`config.mk`:
```
export PLATFORM = sky130hd
export DESIGN_NAME = ufif_top
export DESIGN_NICKNAME = d
export VERILOG_FILES = /design/src/inc/ufif_pkg.sv /design/src/rtl/ufif_axil.sv /design/src/rtl/ufif_top.sv
export VERILOG_INCLUDE_DIRS = /design/src /design/src/inc
export SDC_FILE = /design/constraint.sdc
export NUM_CORES = 1
export LEC_CHECK = 0
export BUFFER_PORTS_ARGS = -buffer_cell sky130_fd_sc_hd__buf_4
export CAP_MARGIN = 15
export CORE_UTILIZATION = 50
export DETAILED_ROUTE_END_ITERATION = 12
export PLACE_DENSITY_LB_ADDON = 0.08
export SLEW_MARGIN = 20
export SYNTH_ARGS = -nofsm -noshare
export SYNTH_HDL_FRONTEND = slang
export SYNTH_SLANG_ARGS = --single-unit
```
`constraint.sdc`:
```
create_clock -name MCLK -period 2.65 [get_ports MCLK]
set_input_delay 0.53 -clock MCLK [delete_from_list [all_inputs] [get_ports MCLK]]
set_output_delay 0.53 -clock MCLK [all_outputs]
set_load 0.01 [all_outputs]
```
`src/inc/ufif_defs.svh`:
```
// Register offsets, field positions, reset values and masks of the USB event flag block
`ifndef UFIF_DEFS_SVH
`define UFIF_DEFS_SVH

`define UFIF_ADDR_W 8
`define UFIF_DATA_W 32

// Register byte offsets
`define UFIF_OFS_FLAGS_0 8'h00
`define UFIF_OFS_FLAGS_1 8'h04
`define UFIF_OFS_FLAGS_2 8'h08
`define UFIF_OFS_SELECT_0 8'h0c
`define UFIF_OFS_SELECT_1 8'h10
`define UFIF_OFS_SELECT_2 8'h14
`define UFIF_OFS_ENABLE_0 8'h18
`define UFIF_OFS_ENABLE_1 8'h1c
`define UFIF_OFS_ENABLE_2 8'h20
`define UFIF_OFS_CONTROL 8'h24

// First flag register fields
`define UFIF_B_BUS_RESET 7
`define UFIF_B_BULK_OUT_FULL 6
`define UFIF_B_BULK_IN_TR 5
`define UFIF_B_BULK_IN_EMPTY 4
`define UFIF_B_SETUP_RX 3
`define UFIF_B_CTRL_OUT_DONE 2
`define UFIF_B_CTRL_IN_TR 1
`define UFIF_B_CTRL_IN_DONE 0
// Second flag register fields
`define UFIF_B_CABLE_LEVEL 3
`define UFIF_B_INTR_IN_TR 2
`define UFIF_B_INTR_IN_DONE 1
`define UFIF_B_CONN_CHANGE 0
// Third flag register fields
`define UFIF_B_SUSP_STATE 5
`define UFIF_B_SUSP_CHANGE 4
`define UFIF_B_EPINFO_DONE 3
`define UFIF_B_SET_CONFIG 1
`define UFIF_B_SET_ALT 0
// Control register fields
`define UFIF_B_POWER_SELF 0
`define UFIF_B_PULLUP_EN 1

// Flag vector is {flags_2, flags_1, flags_0}
`define UFIF_FLAG_RST 24'h000010
`define UFIF_CLR_MASK 24'h1b07af
`define UFIF_STAT_MASK 24'h200850
`define UFIF_IRQ_MASK 24'h1b07ff
`define UFIF_SEL_RST 24'h1f0700
`define UFIF_SEL_ONES 24'h040000
`define UFIF_EN_RST 24'h000000
`define UFIF_CTRL_RST 8'h00
`define UFIF_CTRL_MASK 8'h03

`endif

```
`src/inc/ufif_pkg.sv`:
```
// Types shared by the USB event flag block
package ufif_pkg;
	typedef enum logic [1:0] {
		UFIF_OKAY = 2'h0,
		UFIF_SLVERR = 2'h2
	} ufif_resp_t;
	typedef logic [23:0] ufif_flags_t;
	typedef logic [7:0] ufif_byte_t;
endpackage : ufif_pkg

```
`src/rtl/ufif_axil.sv`:
```
// AXI4-Lite slave front end of the USB event flag block
`timescale 1ns/1ps
`default_nettype none
`include "ufif_defs.svh"
module ufif_axil (
	// Clock and reset
	input wire logic clk,
	input wire logic rst_b,
	// Write address and data
	input wire logic [`UFIF_ADDR_W-1:0] awaddr,
	input wire logic awvalid,
	output logic awready,
	input wire logic [`UFIF_DATA_W-1:0] wdata,
	input wire logic [3:0] wstrb,
	input wire logic wvalid,
	output logic wready,
	// Write response
	output logic [1:0] bresp,
	output logic bvalid,
	input wire logic bready,
	// Read address and data
	input wire logic [`UFIF_ADDR_W-1:0] araddr,
	input wire logic arvalid,
	output logic arready,
	output logic [`UFIF_DATA_W-1:0] rdata,
	output logic [1:0] rresp,
	output logic rvalid,
	input wire logic rready,
	// Register file side
	output logic wr_en,
	output logic [`UFIF_ADDR_W-1:0] wr_addr,
	output logic [7:0] wr_data,
	input wire logic wr_ok,
	output logic [`UFIF_ADDR_W-1:0] rd_addr,
	input wire logic [7:0] rd_data,
	input wire logic rd_ok
);
	logic aw_rdy_r;
	logic w_rdy_r;
	logic [`UFIF_ADDR_W-1:0] aw_addr_r;
	logic [7:0] w_data_r;
	logic w_lane_r;
	logic [1:0] bresp_r;
	logic bvalid_r;
	logic ar_rdy_r;
	logic [`UFIF_DATA_W-1:0] rdata_r;
	logic [1:0] rresp_r;
	logic rvalid_r;
	wire aw_take = awvalid & aw_rdy_r;
	wire w_take = wvalid & w_rdy_r;
	wire wr_go = ~aw_rdy_r & ~w_rdy_r & ~bvalid_r;
	wire b_done = bvalid_r & bready;
	wire ar_take = arvalid & ar_rdy_r;
	wire r_done = rvalid_r & rready;

	// Only byte lane 0 carries register bits; a write without it stores nothing
	assign wr_en = wr_go & w_lane_r;
	assign wr_addr = aw_addr_r;
	assign wr_data = w_data_r;
	assign rd_addr = araddr;
	assign awready = aw_rdy_r;
	assign wready = w_rdy_r;
	assign bresp = bresp_r;
	assign bvalid = bvalid_r;
	assign arready = ar_rdy_r;
	assign rdata = rdata_r;
	assign rresp = rresp_r;
	assign rvalid = rvalid_r;

	always_ff @(posedge clk) begin
		if (!rst_b) begin
			aw_rdy_r <= 1'b1;
			aw_addr_r <= '0;
		end else if (aw_take) begin
			aw_rdy_r <= 1'b0;
			aw_addr_r <= awaddr;
		end else if (b_done) begin
			aw_rdy_r <= 1'b1;
		end
	end

	always_ff @(posedge clk) begin
		if (!rst_b) begin
			w_rdy_r <= 1'b1;
			w_data_r <= '0;
			w_lane_r <= 1'b0;
		end else if (w_take) begin
			w_rdy_r <= 1'b0;
			w_data_r <= wdata[7:0];
			w_lane_r <= wstrb[0];
		end else if (b_done) begin
			w_rdy_r <= 1'b1;
		end
	end

	always_ff @(posedge clk) begin
		if (!rst_b) begin
			bvalid_r <= 1'b0;
			bresp_r <= ufif_pkg::UFIF_OKAY;
		end else if (wr_go) begin
			bvalid_r <= 1'b1;
			bresp_r <= wr_ok ? ufif_pkg::UFIF_OKAY : ufif_pkg::UFIF_SLVERR;
		end else if (b_done) begin
			bvalid_r <= 1'b0;
		end
	end

	always_ff @(posedge clk) begin
		if (!rst_b) begin
			ar_rdy_r <= 1'b1;
			rvalid_r <= 1'b0;
			rdata_r <= '0;
			rresp_r <= ufif_pkg::UFIF_OKAY;
		end else if (ar_take) begin
			ar_rdy_r <= 1'b0;
			rvalid_r <= 1'b1;
			rdata_r <= {24'h000000, rd_data};
			rresp_r <= rd_ok ? ufif_pkg::UFIF_OKAY : ufif_pkg::UFIF_SLVERR;
		end else if (r_done) begin
			ar_rdy_r <= 1'b1;
			rvalid_r <= 1'b0;
		end
	end
endmodule : ufif_axil
`default_nettype wire

```
`src/rtl/ufif_top.sv`:
```
// Event flag, enable and vector select logic of a full-speed USB function controller
// Notes on behaviour
// - Events set flags; enabled set flags interrupt
// - Write zero clears bit, one leaves it
// - Bus reset sets flag bit seven
// - Bulk-out full follows received packet, read-only
// - Bulk-in IN token without data sets request
// - IN endpoint without data answers NACK
// - Bulk-in empty shows free buffer, resets one
// - Acknowledged firmware setup sets bit three
// - Acknowledged control-out data sets bit two
// - Control-in IN token without data sets request
// - Acknowledged control-in data sets bit zero
// - Cable level mirrored, gated by pull-up, silent
// - Interrupt-in IN token without data sets request
// - Acknowledged interrupt-in data sets done flag
// - Cable attach or detach sets change flag
// - Suspend state bit read-only, never interrupts
// - Suspend transitions set flag, drive resume
// - Endpoint load done flagged; operation waits
// - Reserved flag bits read zero
// - Power mode bit selects self or bus
// - Select bit routes to vector A or B
// - Set configuration and set interface flagged
`timescale 1ns/1ps
`default_nettype none
`include "ufif_defs.svh"
module ufif_top (
	// Clock and reset
	input wire logic MCLK,
	input wire logic RST_B,
	// AXI4-Lite write channels
	input wire logic [`UFIF_ADDR_W-1:0] AWADDR,
	input wire logic AWVALID,
	output logic AWREADY,
	input wire logic [`UFIF_DATA_W-1:0] WDATA,
	input wire logic [3:0] WSTRB,
	input wire logic WVALID,
	output logic WREADY,
	output logic [1:0] BRESP,
	output logic BVALID,
	input wire logic BREADY,
	// AXI4-Lite read channels
	input wire logic [`UFIF_ADDR_W-1:0] ARADDR,
	input wire logic ARVALID,
	output logic ARREADY,
	output logic [`UFIF_DATA_W-1:0] RDATA,
	output logic [1:0] RRESP,
	output logic RVALID,
	input wire logic RREADY,
	// Bus events from the protocol engine, one-cycle pulses
	input wire logic BUS_RESET_DET,
	input wire logic SETUP_ACK_DONE,
	input wire logic CTRL_OUT_ACK_DONE,
	input wire logic CTRL_IN_TOKEN,
	input wire logic CTRL_IN_ACK_DONE,
	input wire logic BULK_OUT_RX_DONE,
	input wire logic BULK_IN_TOKEN,
	input wire logic INTR_IN_TOKEN,
	input wire logic INTR_IN_ACK_DONE,
	input wire logic EPINFO_LOAD_END,
	input wire logic SET_CONFIG_SEEN,
	input wire logic SET_ALT_SEEN,
	// Levels from the endpoint buffers and the bus
	input wire logic CTRL_IN_TX_VALID,
	input wire logic BULK_OUT_DATA_VALID,
	input wire logic BULK_IN_TX_VALID,
	input wire logic BULK_IN_BUF_FREE,
	input wire logic INTR_IN_TX_VALID,
	input wire logic BUS_SUSPENDED,
	input wire logic VBUS,
	// Interrupt vectors and resume
	output logic USB_VECTOR_A,
	output logic USB_VECTOR_B,
	output logic RESUME_OUT,
	// Handshake control towards the protocol engine
	output logic CTRL_IN_NACK,
	output logic BULK_IN_NACK,
	output logic INTR_IN_NACK,
	output logic USB_RUN,
	// Power and pull-up control
	output logic SELF_POWERED,
	output logic PULLUP_ON
);
	logic wr_en;
	logic [`UFIF_ADDR_W-1:0] wr_addr;
	logic [7:0] wr_data;
	logic [`UFIF_ADDR_W-1:0] rd_addr;
	logic [7:0] rd_data;
	ufif_pkg::ufif_flags_t flags_r;
	ufif_pkg::ufif_flags_t flags_nxt;
	ufif_pkg::ufif_flags_t sel_r;
	ufif_pkg::ufif_flags_t en_r;
	logic [7:0] ctrl_r;
	logic vbus_prev_r;
	logic susp_prev_r;
	logic vec_a_r;
	logic vec_b_r;
	logic resume_r;
	logic ctrl_nack_r;
	logic bulk_nack_r;
	logic intr_nack_r;
	logic run_r;
	logic self_r;
	logic pullup_r;

	// Decode of the write address held by the slave and of the live read address; a mapped address is any of the ten words
	wire wr_hit = (wr_addr[1:0] == 2'h0) & (wr_addr <= `UFIF_OFS_CONTROL);
	wire rd_hit = (rd_addr[1:0] == 2'h0) & (rd_addr <= `UFIF_OFS_CONTROL);

	ufif_axil u_ufif_axil (
		.clk(MCLK),
		.rst_b(RST_B),
		.awaddr(AWADDR),
		.awvalid(AWVALID),
		.awready(AWREADY),
		.wdata(WDATA),
		.wstrb(WSTRB),
		.wvalid(WVALID),
		.wready(WREADY),
		.bresp(BRESP),
		.bvalid(BVALID),
		.bready(BREADY),
		.araddr(ARADDR),
		.arvalid(ARVALID),
		.arready(ARREADY),
		.rdata(RDATA),
		.rresp(RRESP),
		.rvalid(RVALID),
		.rready(RREADY),
		.wr_en(wr_en),
		.wr_addr(wr_addr),
		.wr_data(wr_data),
		.wr_ok(wr_hit),
		.rd_addr(rd_addr),
		.rd_data(rd_data),
		.rd_ok(rd_hit)
	);

	// Write decode
	wire wr_f0 = wr_en & (wr_addr == `UFIF_OFS_FLAGS_0);
	wire wr_f1 = wr_en & (wr_addr == `UFIF_OFS_FLAGS_1);
	wire wr_f2 = wr_en & (wr_addr == `UFIF_OFS_FLAGS_2);
	wire wr_s0 = wr_en & (wr_addr == `UFIF_OFS_SELECT_0);
	wire wr_s1 = wr_en & (wr_addr == `UFIF_OFS_SELECT_1);
	wire wr_s2 = wr_en & (wr_addr == `UFIF_OFS_SELECT_2);
	wire wr_e0 = wr_en & (wr_addr == `UFIF_OFS_ENABLE_0);
	wire wr_e1 = wr_en & (wr_addr == `UFIF_OFS_ENABLE_1);
	wire wr_e2 = wr_en & (wr_addr == `UFIF_OFS_ENABLE_2);
	wire wr_ct = wr_en & (wr_addr == `UFIF_OFS_CONTROL);
	wire [2:0] wr_sel = {wr_s2, wr_s1, wr_s0};
	wire [2:0] wr_ena = {wr_e2, wr_e1, wr_e0};

	// Read decode
	wire rd_f0 = (rd_addr == `UFIF_OFS_FLAGS_0);
	wire rd_f1 = (rd_addr == `UFIF_OFS_FLAGS_1);
	wire rd_f2 = (rd_addr == `UFIF_OFS_FLAGS_2);
	wire rd_s0 = (rd_addr == `UFIF_OFS_SELECT_0);
	wire rd_s1 = (rd_addr == `UFIF_OFS_SELECT_1);
	wire rd_s2 = (rd_addr == `UFIF_OFS_SELECT_2);
	wire rd_e0 = (rd_addr == `UFIF_OFS_ENABLE_0);
	wire rd_e1 = (rd_addr == `UFIF_OFS_ENABLE_1);
	wire rd_e2 = (rd_addr == `UFIF_OFS_ENABLE_2);
	wire rd_ct = (rd_addr == `UFIF_OFS_CONTROL);

	// Zero bits of a flag write clear, one bits leave the flag alone
	wire [23:0] clr_req = {wr_f2 ? ~wr_data : 8'h00, wr_f1 ? ~wr_data : 8'h00, wr_f0 ? ~wr_data : 8'h00};

	// Inputs are synchronous to MCLK, so a single register gives the edge
	wire vbus_edge = VBUS ^ vbus_prev_r;
	wire susp_edge = BUS_SUSPENDED ^ susp_prev_r;
	wire bulk_in_tr = BULK_IN_TOKEN & ~BULK_IN_TX_VALID;
	wire ctrl_in_tr = CTRL_IN_TOKEN & ~CTRL_IN_TX_VALID;
	wire intr_in_tr = INTR_IN_TOKEN & ~INTR_IN_TX_VALID;

	// Set pulses of the event flags
	wire [7:0] set_0 = {
		BUS_RESET_DET,
		1'b0,
		bulk_in_tr,
		1'b0,
		SETUP_ACK_DONE,
		CTRL_OUT_ACK_DONE,
		ctrl_in_tr,
		CTRL_IN_ACK_DONE
	};
	wire [7:0] set_1 = {
		5'h00,
		intr_in_tr,
		INTR_IN_ACK_DONE,
		vbus_edge
	};
	wire [7:0] set_2 = {
		3'h0,
		susp_edge,
		EPINFO_LOAD_END,
		1'b0,
		SET_CONFIG_SEEN,
		SET_ALT_SEEN
	};
	wire [23:0] set_req = {set_2, set_1, set_0};

	// Status bits follow their levels every cycle and ignore writes
	wire [7:0] stat_0 = {
		1'b0,
		BULK_OUT_RX_DONE | BULK_OUT_DATA_VALID,
		1'b0,
		BULK_IN_BUF_FREE,
		4'h0
	};
	wire [7:0] stat_1 = {4'h0, VBUS & pullup_r, 3'h0};
	wire [7:0] stat_2 = {2'h0, BUS_SUSPENDED, 5'h00};
	wire [23:0] stat_lvl = {stat_2, stat_1, stat_0};

	localparam logic [23:0] CLR_MASK = `UFIF_CLR_MASK;
	localparam logic [23:0] STAT_MASK = `UFIF_STAT_MASK;
	localparam logic [23:0] FLAG_RST = `UFIF_FLAG_RST;
	localparam logic [23:0] IRQ_MASK = `UFIF_IRQ_MASK;
	localparam logic [23:0] SEL_RST = `UFIF_SEL_RST;
	localparam logic [23:0] SEL_ONES = `UFIF_SEL_ONES;
	localparam logic [23:0] EN_RST = `UFIF_EN_RST;

	// One flag per bit; the kind of bit is fixed by the masks
	genvar gi;
	generate
		for (gi = 0; gi < 24; gi++) begin : g_flag
			if (CLR_MASK[gi]) begin : g_evt
				// Set wins so an event in the clearing cycle is not lost
				assign flags_nxt[gi] = set_req[gi] | (flags_r[gi] & ~clr_req[gi]);
			end else if (STAT_MASK[gi]) begin : g_stat
				assign flags_nxt[gi] = stat_lvl[gi];
			end else begin : g_rsvd
				assign flags_nxt[gi] = 1'b0;
			end
			always_ff @(posedge MCLK) begin
				if (!RST_B) begin
					flags_r[gi] <= FLAG_RST[gi];
				end else begin
					flags_r[gi] <= flags_nxt[gi];
				end
			end
		end
	endgenerate

	// Select and enable registers, one byte per flag register
	genvar gk;
	generate
		for (gk = 0; gk < 3; gk++) begin : g_byte
			always_ff @(posedge MCLK) begin
				if (!RST_B) begin
					sel_r[gk*8 +: 8] <= SEL_RST[gk*8 +: 8];
					en_r[gk*8 +: 8] <= EN_RST[gk*8 +: 8];
				end else begin
					if (wr_sel[gk]) begin
						sel_r[gk*8 +: 8] <= (wr_data & IRQ_MASK[gk*8 +: 8]) | SEL_ONES[gk*8 +: 8];
					end
					if (wr_ena[gk]) begin
						en_r[gk*8 +: 8] <= wr_data & IRQ_MASK[gk*8 +: 8];
					end
				end
			end
		end
	endgenerate

	always_ff @(posedge MCLK) begin
		if (!RST_B) begin
			ctrl_r <= `UFIF_CTRL_RST;
		end else if (wr_ct) begin
			ctrl_r <= wr_data & `UFIF_CTRL_MASK;
		end
	end

	// Edge history; after reset an attached cable shows as a connection change
	always_ff @(posedge MCLK) begin
		if (!RST_B) begin
			vbus_prev_r <= 1'b0;
			susp_prev_r <= 1'b0;
		end else begin
			vbus_prev_r <= VBUS;
			susp_prev_r <= BUS_SUSPENDED;
		end
	end

	// Requests: a set flag with its enable, cable level and suspend state excluded by mask
	wire [23:0] irq_req = flags_r & en_r & IRQ_MASK;
	wire vec_a_nxt = |(irq_req & ~sel_r);
	wire vec_b_nxt = |(irq_req & sel_r);
	wire resume_nxt = irq_req[16 + `UFIF_B_SUSP_CHANGE];

	// All top outputs come from flops, so vectors trail the flag by one cycle
	always_ff @(posedge MCLK) begin
		if (!RST_B) begin
			vec_a_r <= 1'b0;
			vec_b_r <= 1'b0;
			resume_r <= 1'b0;
			ctrl_nack_r <= 1'b1;
			bulk_nack_r <= 1'b1;
			intr_nack_r <= 1'b1;
			self_r <= 1'b0;
			pullup_r <= 1'b0;
		end else begin
			vec_a_r <= vec_a_nxt;
			vec_b_r <= vec_b_nxt;
			resume_r <= resume_nxt;
			ctrl_nack_r <= ~CTRL_IN_TX_VALID;
			bulk_nack_r <= ~BULK_IN_TX_VALID;
			intr_nack_r <= ~INTR_IN_TX_VALID;
			self_r <= ctrl_r[`UFIF_B_POWER_SELF];
			pullup_r <= ctrl_r[`UFIF_B_PULLUP_EN];
		end
	end

	// Operation starts only once endpoint information has been loaded; held until reset
	always_ff @(posedge MCLK) begin
		if (!RST_B) begin
			run_r <= 1'b0;
		end else if (EPINFO_LOAD_END) begin
			run_r <= 1'b1;
		end
	end

	assign USB_VECTOR_A = vec_a_r;
	assign USB_VECTOR_B = vec_b_r;
	assign RESUME_OUT = resume_r;
	assign CTRL_IN_NACK = ctrl_nack_r;
	assign BULK_IN_NACK = bulk_nack_r;
	assign INTR_IN_NACK = intr_nack_r;
	assign USB_RUN = run_r;
	assign SELF_POWERED = self_r;
	assign PULLUP_ON = pullup_r;

	// Read mux; reads have no side effects, unmapped words read zero
	assign rd_data = rd_f0 ? flags_r[7:0] :
		rd_f1 ? flags_r[15:8] :
		rd_f2 ? flags_r[23:16] :
		rd_s0 ? sel_r[7:0] :
		rd_s1 ? sel_r[15:8] :
		rd_s2 ? sel_r[23:16] :
		rd_e0 ? en_r[7:0] :
		rd_e1 ? en_r[15:8] :
		rd_e2 ? en_r[23:16] :
		rd_ct ? ctrl_r : 8'h00;
endmodule : ufif_top
`default_nettype wire

```
==> reports/results.md, run 1 <==
| Result | Value |
|---|---|
| First-pass DRT Iterations | 5 |
| Number of buffers created by CTS | 9 |
| Cell-by-cell listing of the critical path | or3_4 > nor4b_2 > buf_4 > nand4_1 > mux2i_1 > nor2b_1 |
| Count of unique library cells instantiated by Yosys | 54 |
| Switching power as a share of total power | 29.7% |
| Peak ir drop on the vdd network | 0.402 mV |
| Final layout net count | 646 |
| Final routed wire length divided by cell count | 16.4 µm |
| Number of maximum-capacitance constraint violations | 0 |
| Sequential element share of the synthesized area | 41.4% |
| Area growth syn-to-layout | 16.6% |
| Number of diodes added for antenna fixing | 0 |
| Routed vias/inst | 5.51 |
| Finish-stage setup viols | 0 |
| Net switching power | 0.825 mW |
| Hold violation total from the final report | 0 |
| Antenna Nets Post-Route | 0 |
| Skew final | 0.0171 ns |
| Maximum root-to-sink buffer count | 2 |
| Internal Pwr Total | 1.95 mW |
| Result of the run | finished, final reports clean |
| Most frequent standard cell in the layout excluding fill and tap cells | sky130_fd_sc_hd__dfxtp_1 |
| Clk network pwr share | 35.6% |
| Clk Tree Root Cell | sky130_fd_sc_hd__clkbuf_8 |
| Leakage component of the power | 2.21 nW |
| Worst Max-Slew Pin Slew | 0.689 ns |
| Worst endpoint data arrival time | 2.25 ns |
| Clock Sinks | 91 |
| Effective utilization at floorplan | 52.4% |
| Final critical path time including I/O delays and setup | 1.98 ns |
| Total placed cells including tap cells | 662 |
| Number of top-level pins | 128 |
| # fillers | 788 |
| Cts-stage hold buffer count | 0 |
| Yosys synthesis warning count | 0 |
| Cell family with the largest share of critical-path delay | simple AND/OR/NAND/NOR gates |
| Kind of critical path | register to register |
| Number of rows created at floorplan | 33 |
| H-tree level count | 3 |
| Number of synthesized flops with an enable pin | 0 |
| Slowest stage delay, CP | 0.44 ns |
| FFs w/ async S/R, synth | 0% |
| Vertical die dimension | 95.8 µm |
| Setup tns final | 0 ns |
| Antenna violations before repair | 0 |
| Drt total wl | 11100 µm |
| I/O Buffers | 74 |
| Relative contribution of sequential cells to total power | 53.5% |
| Final std cells w/o fill | 678 |
| Utilization after layout | 61.2% |
| Slowest stage cell on the critical path | sky130_fd_sc_hd__or3_4 |
| Core Footprint | 8380 µm² |
| Number of global-route vias before repair | 3428 |
| Drt drc | 0 |
| Die width | 95.8 µm |
| Power per standard cell area | 541 nW/µm² |
| Sum of net half-perimeters after detailed placement | 8330 µm |
| Insertion delay of the later-clocked pin in the worst-skew pair | 0.37 ns |
| Iteration-0 DRC count of the detailed router | 242 |
| Share of layout cells above drive strength 1 | 18.5% |
| Synthesized area divided by synthesized cell count | 8.72 µm² |
| Crit path launch type | register |
| Die area | 9170 µm² |
| Post-route fraction of the period consumed by the critical path | 74.8% |
| Nature of the critical path endpoint | register |
| Number of buffers added for setup after CTS | 0 |
| Tightest Hold Check Type | input pin to register |
| Wire length of the first global-routing pass | 17800 µm |
| #FFs+latches synth | 91 |
| Final max-slew violation count | 0 |
| Number of instances in the synthesized netlist | 504 |
| Ys flop type | sky130_fd_sc_hd__dfxtp_1 |
| Commonest non-fill, non-tap cells in the layout | sky130_fd_sc_hd__dfxtp_1, sky130_fd_sc_hd__nand2_1, sky130_fd_sc_hd__buf_4 |
| Tightest slew margin relative to the limit | 53.4% |
| Comb power frac | 10.9% |
| Largest fanout of any net on the critical path | 11 |
| Achievable Freq | 504 MHz |
| Vias after detailed routing | 3739 |
| Global router's overall resource usage | 25.6% |
| TritonCTS clock tree | done |
| Setup repair after global routing missed its margin | false |
| Clock transition time at the flip-flop clock pins of the worst setup and hold paths | 0.11 ns |
| Post-CTS sizing | 0 |
| Buffers plus inverters on the worst setup path | 1 |
| Global route overflow | 0 |
| Maximum number of pins on one net before global-route repair | 70 |
| Final weighted congestion in routability-driven placement | 0.933 |
| Synthesized cell area | 4400 µm² |
| Worst Path Required | 2.92 ns |
-- cell usage after synthesis, types with 2 or more instances --
| cell | number | area share (%) |
|---|---|---|
| sky130_fd_sc_hd__a2111oi_0 | 2 | 0.40 |
| sky130_fd_sc_hd__a21boi_0 | 26 | 4.4 |
| sky130_fd_sc_hd__a21oi_1 | 7 | 0.80 |
| sky130_fd_sc_hd__a22o_1 | 2 | 0.40 |
| sky130_fd_sc_hd__a31oi_1 | 5 | 0.71 |
| sky130_fd_sc_hd__a32o_1 | 3 | 0.68 |
| sky130_fd_sc_hd__a32oi_1 | 3 | 0.60 |
| sky130_fd_sc_hd__and2_1 | 7 | 1.0 |
| sky130_fd_sc_hd__and3_1 | 7 | 1.0 |
| sky130_fd_sc_hd__buf_2 | 5 | 0.57 |
| sky130_fd_sc_hd__buf_4 | 27 | 4.6 |
| sky130_fd_sc_hd__clkbuf_1 | 18 | 1.5 |
| sky130_fd_sc_hd__dfxtp_1 | 91 | 41 |
| sky130_fd_sc_hd__inv_1 | 3 | 0.26 |
| sky130_fd_sc_hd__mux2_2 | 2 | 0.51 |
| sky130_fd_sc_hd__mux2i_1 | 32 | 7.3 |
| sky130_fd_sc_hd__nand2_1 | 79 | 6.7 |
| sky130_fd_sc_hd__nand2b_1 | 11 | 1.6 |
| sky130_fd_sc_hd__nand3_1 | 32 | 3.6 |
| sky130_fd_sc_hd__nand4_1 | 5 | 0.71 |
| sky130_fd_sc_hd__nand4b_1 | 3 | 0.60 |
| sky130_fd_sc_hd__nor2_1 | 14 | 1.2 |
| sky130_fd_sc_hd__nor2b_1 | 29 | 4.1 |
| sky130_fd_sc_hd__nor3_1 | 2 | 0.23 |
| sky130_fd_sc_hd__nor4_1 | 4 | 0.57 |
| sky130_fd_sc_hd__nor4b_2 | 2 | 0.68 |
| sky130_fd_sc_hd__o2111ai_1 | 2 | 0.40 |
| sky130_fd_sc_hd__o211a_1 | 2 | 0.46 |
| sky130_fd_sc_hd__o21a_1 | 18 | 3.1 |
| sky130_fd_sc_hd__o21ai_0 | 28 | 3.2 |
| sky130_fd_sc_hd__o22ai_1 | 8 | 1.1 |
| sky130_fd_sc_hd__o41ai_1 | 2 | 0.40 |
| sky130_fd_sc_hd__xnor2_1 | 2 | 0.40 |
-- stage by stage --
step                      power [mW]  setup slack (ns)  area, µm²  hold WS, ns
after global routing            2.89             0.488       5130        0.286
after floorplan                 1.70             0.710       4490        0.438
after CTS                       2.79             0.670       5130        0.291
final                           2.77             0.667       5130        0.302
after global placement          1.81             0.605       4910        0.452
after detailed placement        1.82             0.585       4910        0.458
-- registers in the layout, summed over array words and instances (netlist names), 2 cells and up --
| signal | flops |
|---|---|
| en_r | 15 |
| u_ufif_axil.wr_addr | 8 |
| flags_r | 16 |
| u_ufif_axil.wr_data | 8 |
| ctrl_r | 2 |
| u_ufif_axil.rdata | 8 |
| sel_r | 15 |
-- power by group through the flow --
stage          clock (mW)  sequential, mW  combinational [mW]
2_1_floorplan           0            1.50               0.206
3_3_place_gp            0            1.51               0.296
3_5_place_dp            0            1.51               0.301
4_1_cts              1.00            1.48               0.302
5_1_grt              1.06            1.49               0.337
6_report            0.987            1.48               0.301
-- final timing paths --
check | startpoint | end | slack (ns) | depth (start not counted)
setup reg to reg | u_ufif_axil.bvalid$_SDFFE_PN0P_ | en_r[10]$_SDFFE_PN0P_ | 0.67 | 6
hold reg to reg | USB_RUN$_SDFFE_PN0P_ | USB_RUN$_SDFFE_PN0P_ | 0.48 | 1
hold / removal | CTRL_IN_TX_VALID | CTRL_IN_NACK$_SDFF_PN1_ | 0.30 | 2
setup / recovery | u_ufif_axil.bvalid$_SDFFE_PN0P_ | en_r[10]$_SDFFE_PN0P_ | 0.67 | 6
-- cells by family (layout without fill, tap and decap cells) --
family                    after synthesis  after routing  share of synthesized area [%]
buffers and inverters                  54             98                           7.06
and+or+nand+nor                       207            207                           25.2
DFF                                    91             91                           41.4
other                                   1             26                         0.0853
AOI/OAI and AO/OA                     115            115                           18.0
muxes                                  34             34                           7.80
xor gates and xnor gates                2              2                          0.399
-- layout make-up --
type | instances | area [µm²] | share of cell area, %
multi-input cells | 384 | 2360 | 46.0
flip-flops and latches | 91 | 1820 | 35.5
repair buffers | 78 | 586 | 11.4
well taps | 105 | 131 | 2.56
clock buffers | 9 | 124 | 2.42
clock inverters | 7 | 91.3 | 1.78
inverters | 4 | 15.0 | 0.293
-- routing by layer --
layer	track usage (%)	wire length [µm]
met1	35.4	5360
met2	41.7	5200
met3	3.95	474
met4	6.22	68
met5	0	0
Note: power is estimated with default switching activity, not from simulation.
==> inputs of run 2 (changes only) <==
ABC_AREA = 1   (was default)
clock period = 1.9 ns   (was 2.65 ns; I/O delays follow)
==> reports/results.md, run 2 <==
| Result | Value | Delta |
|---|---|---|
| Utilization after layout | 60.9% | was 61.2% |
| Yosys synthesis warning count | 0 | unchanged |
| Sequential element share of the synthesized area | 43.2% | was 41.4% |
| Final max-slew violation count | 0 | unchanged |
| Tightest Hold Check Type | input pin to register | unchanged |
| Clock transition time at the flip-flop clock pins of the worst setup and hold paths | 0.11 ns | about the same |
| Vertical die dimension | 93.8 µm | was 95.8 µm |
| Dominant cell type by area after synthesis | sky130_fd_sc_hd__dfxtp_1 | unchanged |
| Register bank with the most flops | flags_r | unchanged |
| Sum of net half-perimeters after detailed placement | 8070 µm | was 8330 µm |
| Post-route fraction of the period consumed by the critical path | 85.9% | was 74.8% |
| Power per standard cell area | 766 nW/µm² | was 541 nW/µm² |
| Synthesized area divided by synthesized cell count | 7.40 µm² | was 8.72 µm² |
| Maximum root-to-sink buffer count | 2 | unchanged |
| Skew final | 0.0162 ns | was 0.0171 ns |
| Crit path launch type | register | unchanged |
| Number of diodes added for antenna fixing | 0 | unchanged |
| Setup repair after global routing missed its margin | false | unchanged |
| Setup tns final | 0 ns | unchanged |
| Result of the run | finished, final reports clean | unchanged |
| Die area | 8800 µm² | was 9170 µm² |
| Drt total wl | 10600 µm | was 11100 µm |
| Number of instances in the synthesized netlist | 570 | was 504 |
| Number of synthesized flops with an enable pin | 0 | unchanged |
| Drt drc | 0 | unchanged |
| Iteration-0 DRC count of the detailed router | 235 | was 242 |
| Routed vias/inst | 5.10 | was 5.51 |
| Insertion delay of the later-clocked pin in the worst-skew pair | 0.37 ns | about the same |
| Worst endpoint data arrival time | 1.87 ns | was 2.25 ns |
| Clk Tree Root Cell | sky130_fd_sc_hd__clkbuf_8 | unchanged |
| TritonCTS clock tree | done | unchanged |
| H-tree level count | 3 | unchanged |
| Peak ir drop on the vdd network | 0.399 mV | was 0.402 mV |
| Commonest non-fill, non-tap cells in the layout | sky130_fd_sc_hd__dfxtp_1, sky130_fd_sc_hd__nand2_1, sky130_fd_sc_hd__buf_4 | unchanged |
| Number of global-route vias before repair | 3440 | was 3428 |
| Cts-stage hold buffer count | 0 | unchanged |
| Largest fanout of any net on the critical path | 4 | was 11 |
| Kind of critical path | register to register | unchanged |
| Leakage component of the power | 2.31 nW | was 2.21 nW |
| Vias after detailed routing | 3848 | was 3739 |
| Finish-stage setup viols | 0 | unchanged |
| Most frequent standard cell in the layout excluding fill and tap cells | sky130_fd_sc_hd__dfxtp_1 | unchanged |
| Effective utilization at floorplan | 51.6% | was 52.4% |
| Post-synth top area share | 43.2% | was 41.4% |
| Number of rows created at floorplan | 33 | unchanged |
| First-pass DRT Iterations | 5 | unchanged |
| Number of buffers created by CTS | 9 | unchanged |
| Hold violation total from the final report | 0 | unchanged |
| Achievable Freq | 613 MHz | was 504 MHz |
| FFs w/ async S/R, synth | 0% | unchanged |
| Top area cells in the synthesized netlist | sky130_fd_sc_hd__dfxtp_1, sky130_fd_sc_hd__o21ai_0, sky130_fd_sc_hd__a21oi_1 | was sky130_fd_sc_hd__dfxtp_1, sky130_fd_sc_hd__mux2i_1, sky130_fd_sc_hd__nand2_1 |
| Final layout net count | 722 | was 646 |
| Share of layout cells above drive strength 1 | 20.0% | was 18.5% |
| Global route overflow | 0 | unchanged |
| Clock Sinks | 91 | unchanged |
| Final critical path time including I/O delays and setup | 1.63 ns | was 1.98 ns |
| Antenna violations before repair | 0 | unchanged |
| Nature of the critical path endpoint | register | unchanged |
| Ys flop type | sky130_fd_sc_hd__dfxtp_1 | unchanged |
| Final routed wire length divided by cell count | 14.1 µm | was 16.4 µm |
| Number of top-level pins | 128 | unchanged |
| Count of unique library cells instantiated by Yosys | 39 | was 54 |
| Most numerous cell in the Yosys netlist | sky130_fd_sc_hd__dfxtp_1 | unchanged |
| I/O Buffers | 74 | unchanged |
| Final weighted congestion in routability-driven placement | 0.857 | was 0.933 |
| Synthesized cell area | 4220 µm² | was 4400 µm² |
| Number of maximum-capacitance constraint violations | 0 | unchanged |
| #FFs+latches synth | 91 | unchanged |
| Die width | 93.8 µm | was 95.8 µm |
| Global router's overall resource usage | 25.4% | was 25.6% |
| Maximum number of pins on one net before global-route repair | 40 | was 70 |
| Antenna Nets Post-Route | 0 | unchanged |
| Core Footprint | 8180 µm² | was 8380 µm² |
| Top cell types by occurrence after synthesis | sky130_fd_sc_hd__dfxtp_1, sky130_fd_sc_hd__nand2_1, sky130_fd_sc_hd__nor2_1, sky130_fd_sc_hd__o21ai_0, sky130_fd_sc_hd__inv_1 | was sky130_fd_sc_hd__dfxtp_1, sky130_fd_sc_hd__nand2_1, sky130_fd_sc_hd__mux2i_1, sky130_fd_sc_hd__nand3_1, sky130_fd_sc_hd__nor2b_1 |
| Worst Path Required | 2.14 ns | was 2.92 ns |
| Leading registers by flop count | flags_r x16, en_r x15, sel_r x15 | unchanged |
| Number of buffers added for setup after CTS | 0 | unchanged |
| Wire length of the first global-routing pass | 16900 µm | was 17800 µm |
| Post-CTS sizing | 0 | unchanged |
| Area growth syn-to-layout | 18.2% | was 16.6% |
| Number of flip-flops under the largest register name | 16 | unchanged |
==> run 2: changes by cell type in the layout (fill, tap and decap cells not counted), moves of 6 or more <==
cell	before	now
sky130_fd_sc_hd__o21ai_0	28	63
sky130_fd_sc_hd__nand2b_1	11	0
sky130_fd_sc_hd__o211ai_1	1	7
sky130_fd_sc_hd__nor3_1	2	8
sky130_fd_sc_hd__nor2_1	14	63
sky130_fd_sc_hd__mux2i_1	32	0
sky130_fd_sc_hd__and3_1	7	0
sky130_fd_sc_hd__a21oi_1	7	58
sky130_fd_sc_hd__a21boi_0	26	0
sky130_fd_sc_hd__nor2b_1	29	0
sky130_fd_sc_hd__and2_1	7	0
sky130_fd_sc_hd__inv_2	0	9
sky130_fd_sc_hd__inv_1	3	62
sky130_fd_sc_hd__o21a_1	18	0
==> run 2: worst paths after layout <==
kind,to,slack (ns),depth (start not counted),from
min reg2reg,flags_r[11]$_SDFF_PN0_,0.44,2,PULLUP_ON$_SDFF_PN0_
max reg2reg,flags_r[17]$_SDFF_PN0_,0.27,8,u_ufif_axil.bvalid$_SDFFE_PN0P_
max,flags_r[17]$_SDFF_PN0_,0.27,8,u_ufif_axil.bvalid$_SDFFE_PN0P_
min,BULK_IN_NACK$_SDFF_PN1_,0.17,2,BULK_IN_TX_VALID
==> run 2: area by class of cell <==
cell class                 instances  area, µm²
fill                             776       3190
timing repair buffer              78        598
tap                              105        131
clock buffer                       9        124
clock inverter                     7       76.3
inverter                          74        282
sequential                        91       1820
multi-input combinational        390       1950
==> run 2: cells by family (layout without fill, tap and decap cells) <==
family | count (synthesis) | in the layout | synth area share (%)
AOI/OAI and AO/OA | 154 | 154 | 20.0
xor gates and xnor gates | 2 | 2 | 0.416
buffers and inverters | 114 | 168 | 12.8
other | 1 | 26 | 0.0890
DFF | 91 | 91 | 43.2
and+or+nand+nor | 208 | 208 | 23.5
==> run 2: stage by stage <==
stage / instance area [µm²] / setup slack (ns) / hold WS (ns) / cells / power, mW
6_report: 4980 / 0.268 / 0.168 / 754 / 3.82
5_1_grt: 4980 / 0.112 / 0.157 / 754 / 4.00
3_3_place_gp: 4780 / 0.214 / 0.419 / 738 / 2.53
4_1_cts: 4980 / 0.255 / 0.157 / 754 / 3.85
3_5_place_dp: 4780 / 0.153 / 0.421 / 738 / 2.54
2_1_floorplan: 4310 / 0.516 / 0.421 / 595 / 2.38
==> run 2: report_power, final <==
part           switching [mW]  internal (mW)  leakage (nW)
Sequential             0.0816           1.99         0.746
Combinational           0.247          0.182          1.46
Clock                   0.790          0.527         0.103
==> run 2: metal layers <==
| metal | global-route usage (%) | vias up | routed length (µm) |
|---|---|---|---|
| met1 | 34.0 | 1687 | 4950 |
| met3 | 3.72 | 19 | 659 |
| met4 | 12.4 | 0 | 316 |
| met2 | 39.7 | 149 | 4700 |
| li1 | - | 1993 | - |
| met5 | 0 | - | 0 |
==> run 2: worst max-delay path, stage by stage, from the launching register on <==
cell                       delay, ns
sky130_fd_sc_hd__dfxtp_1        0.38
sky130_fd_sc_hd__nor3_4         0.26
sky130_fd_sc_hd__nand2_2        0.12
sky130_fd_sc_hd__clkinv_2       0.12
sky130_fd_sc_hd__nand2_4        0.08
sky130_fd_sc_hd__inv_2          0.09
sky130_fd_sc_hd__nand2_1        0.16
sky130_fd_sc_hd__o21ai_0        0.22
sky130_fd_sc_hd__a21oi_1        0.08
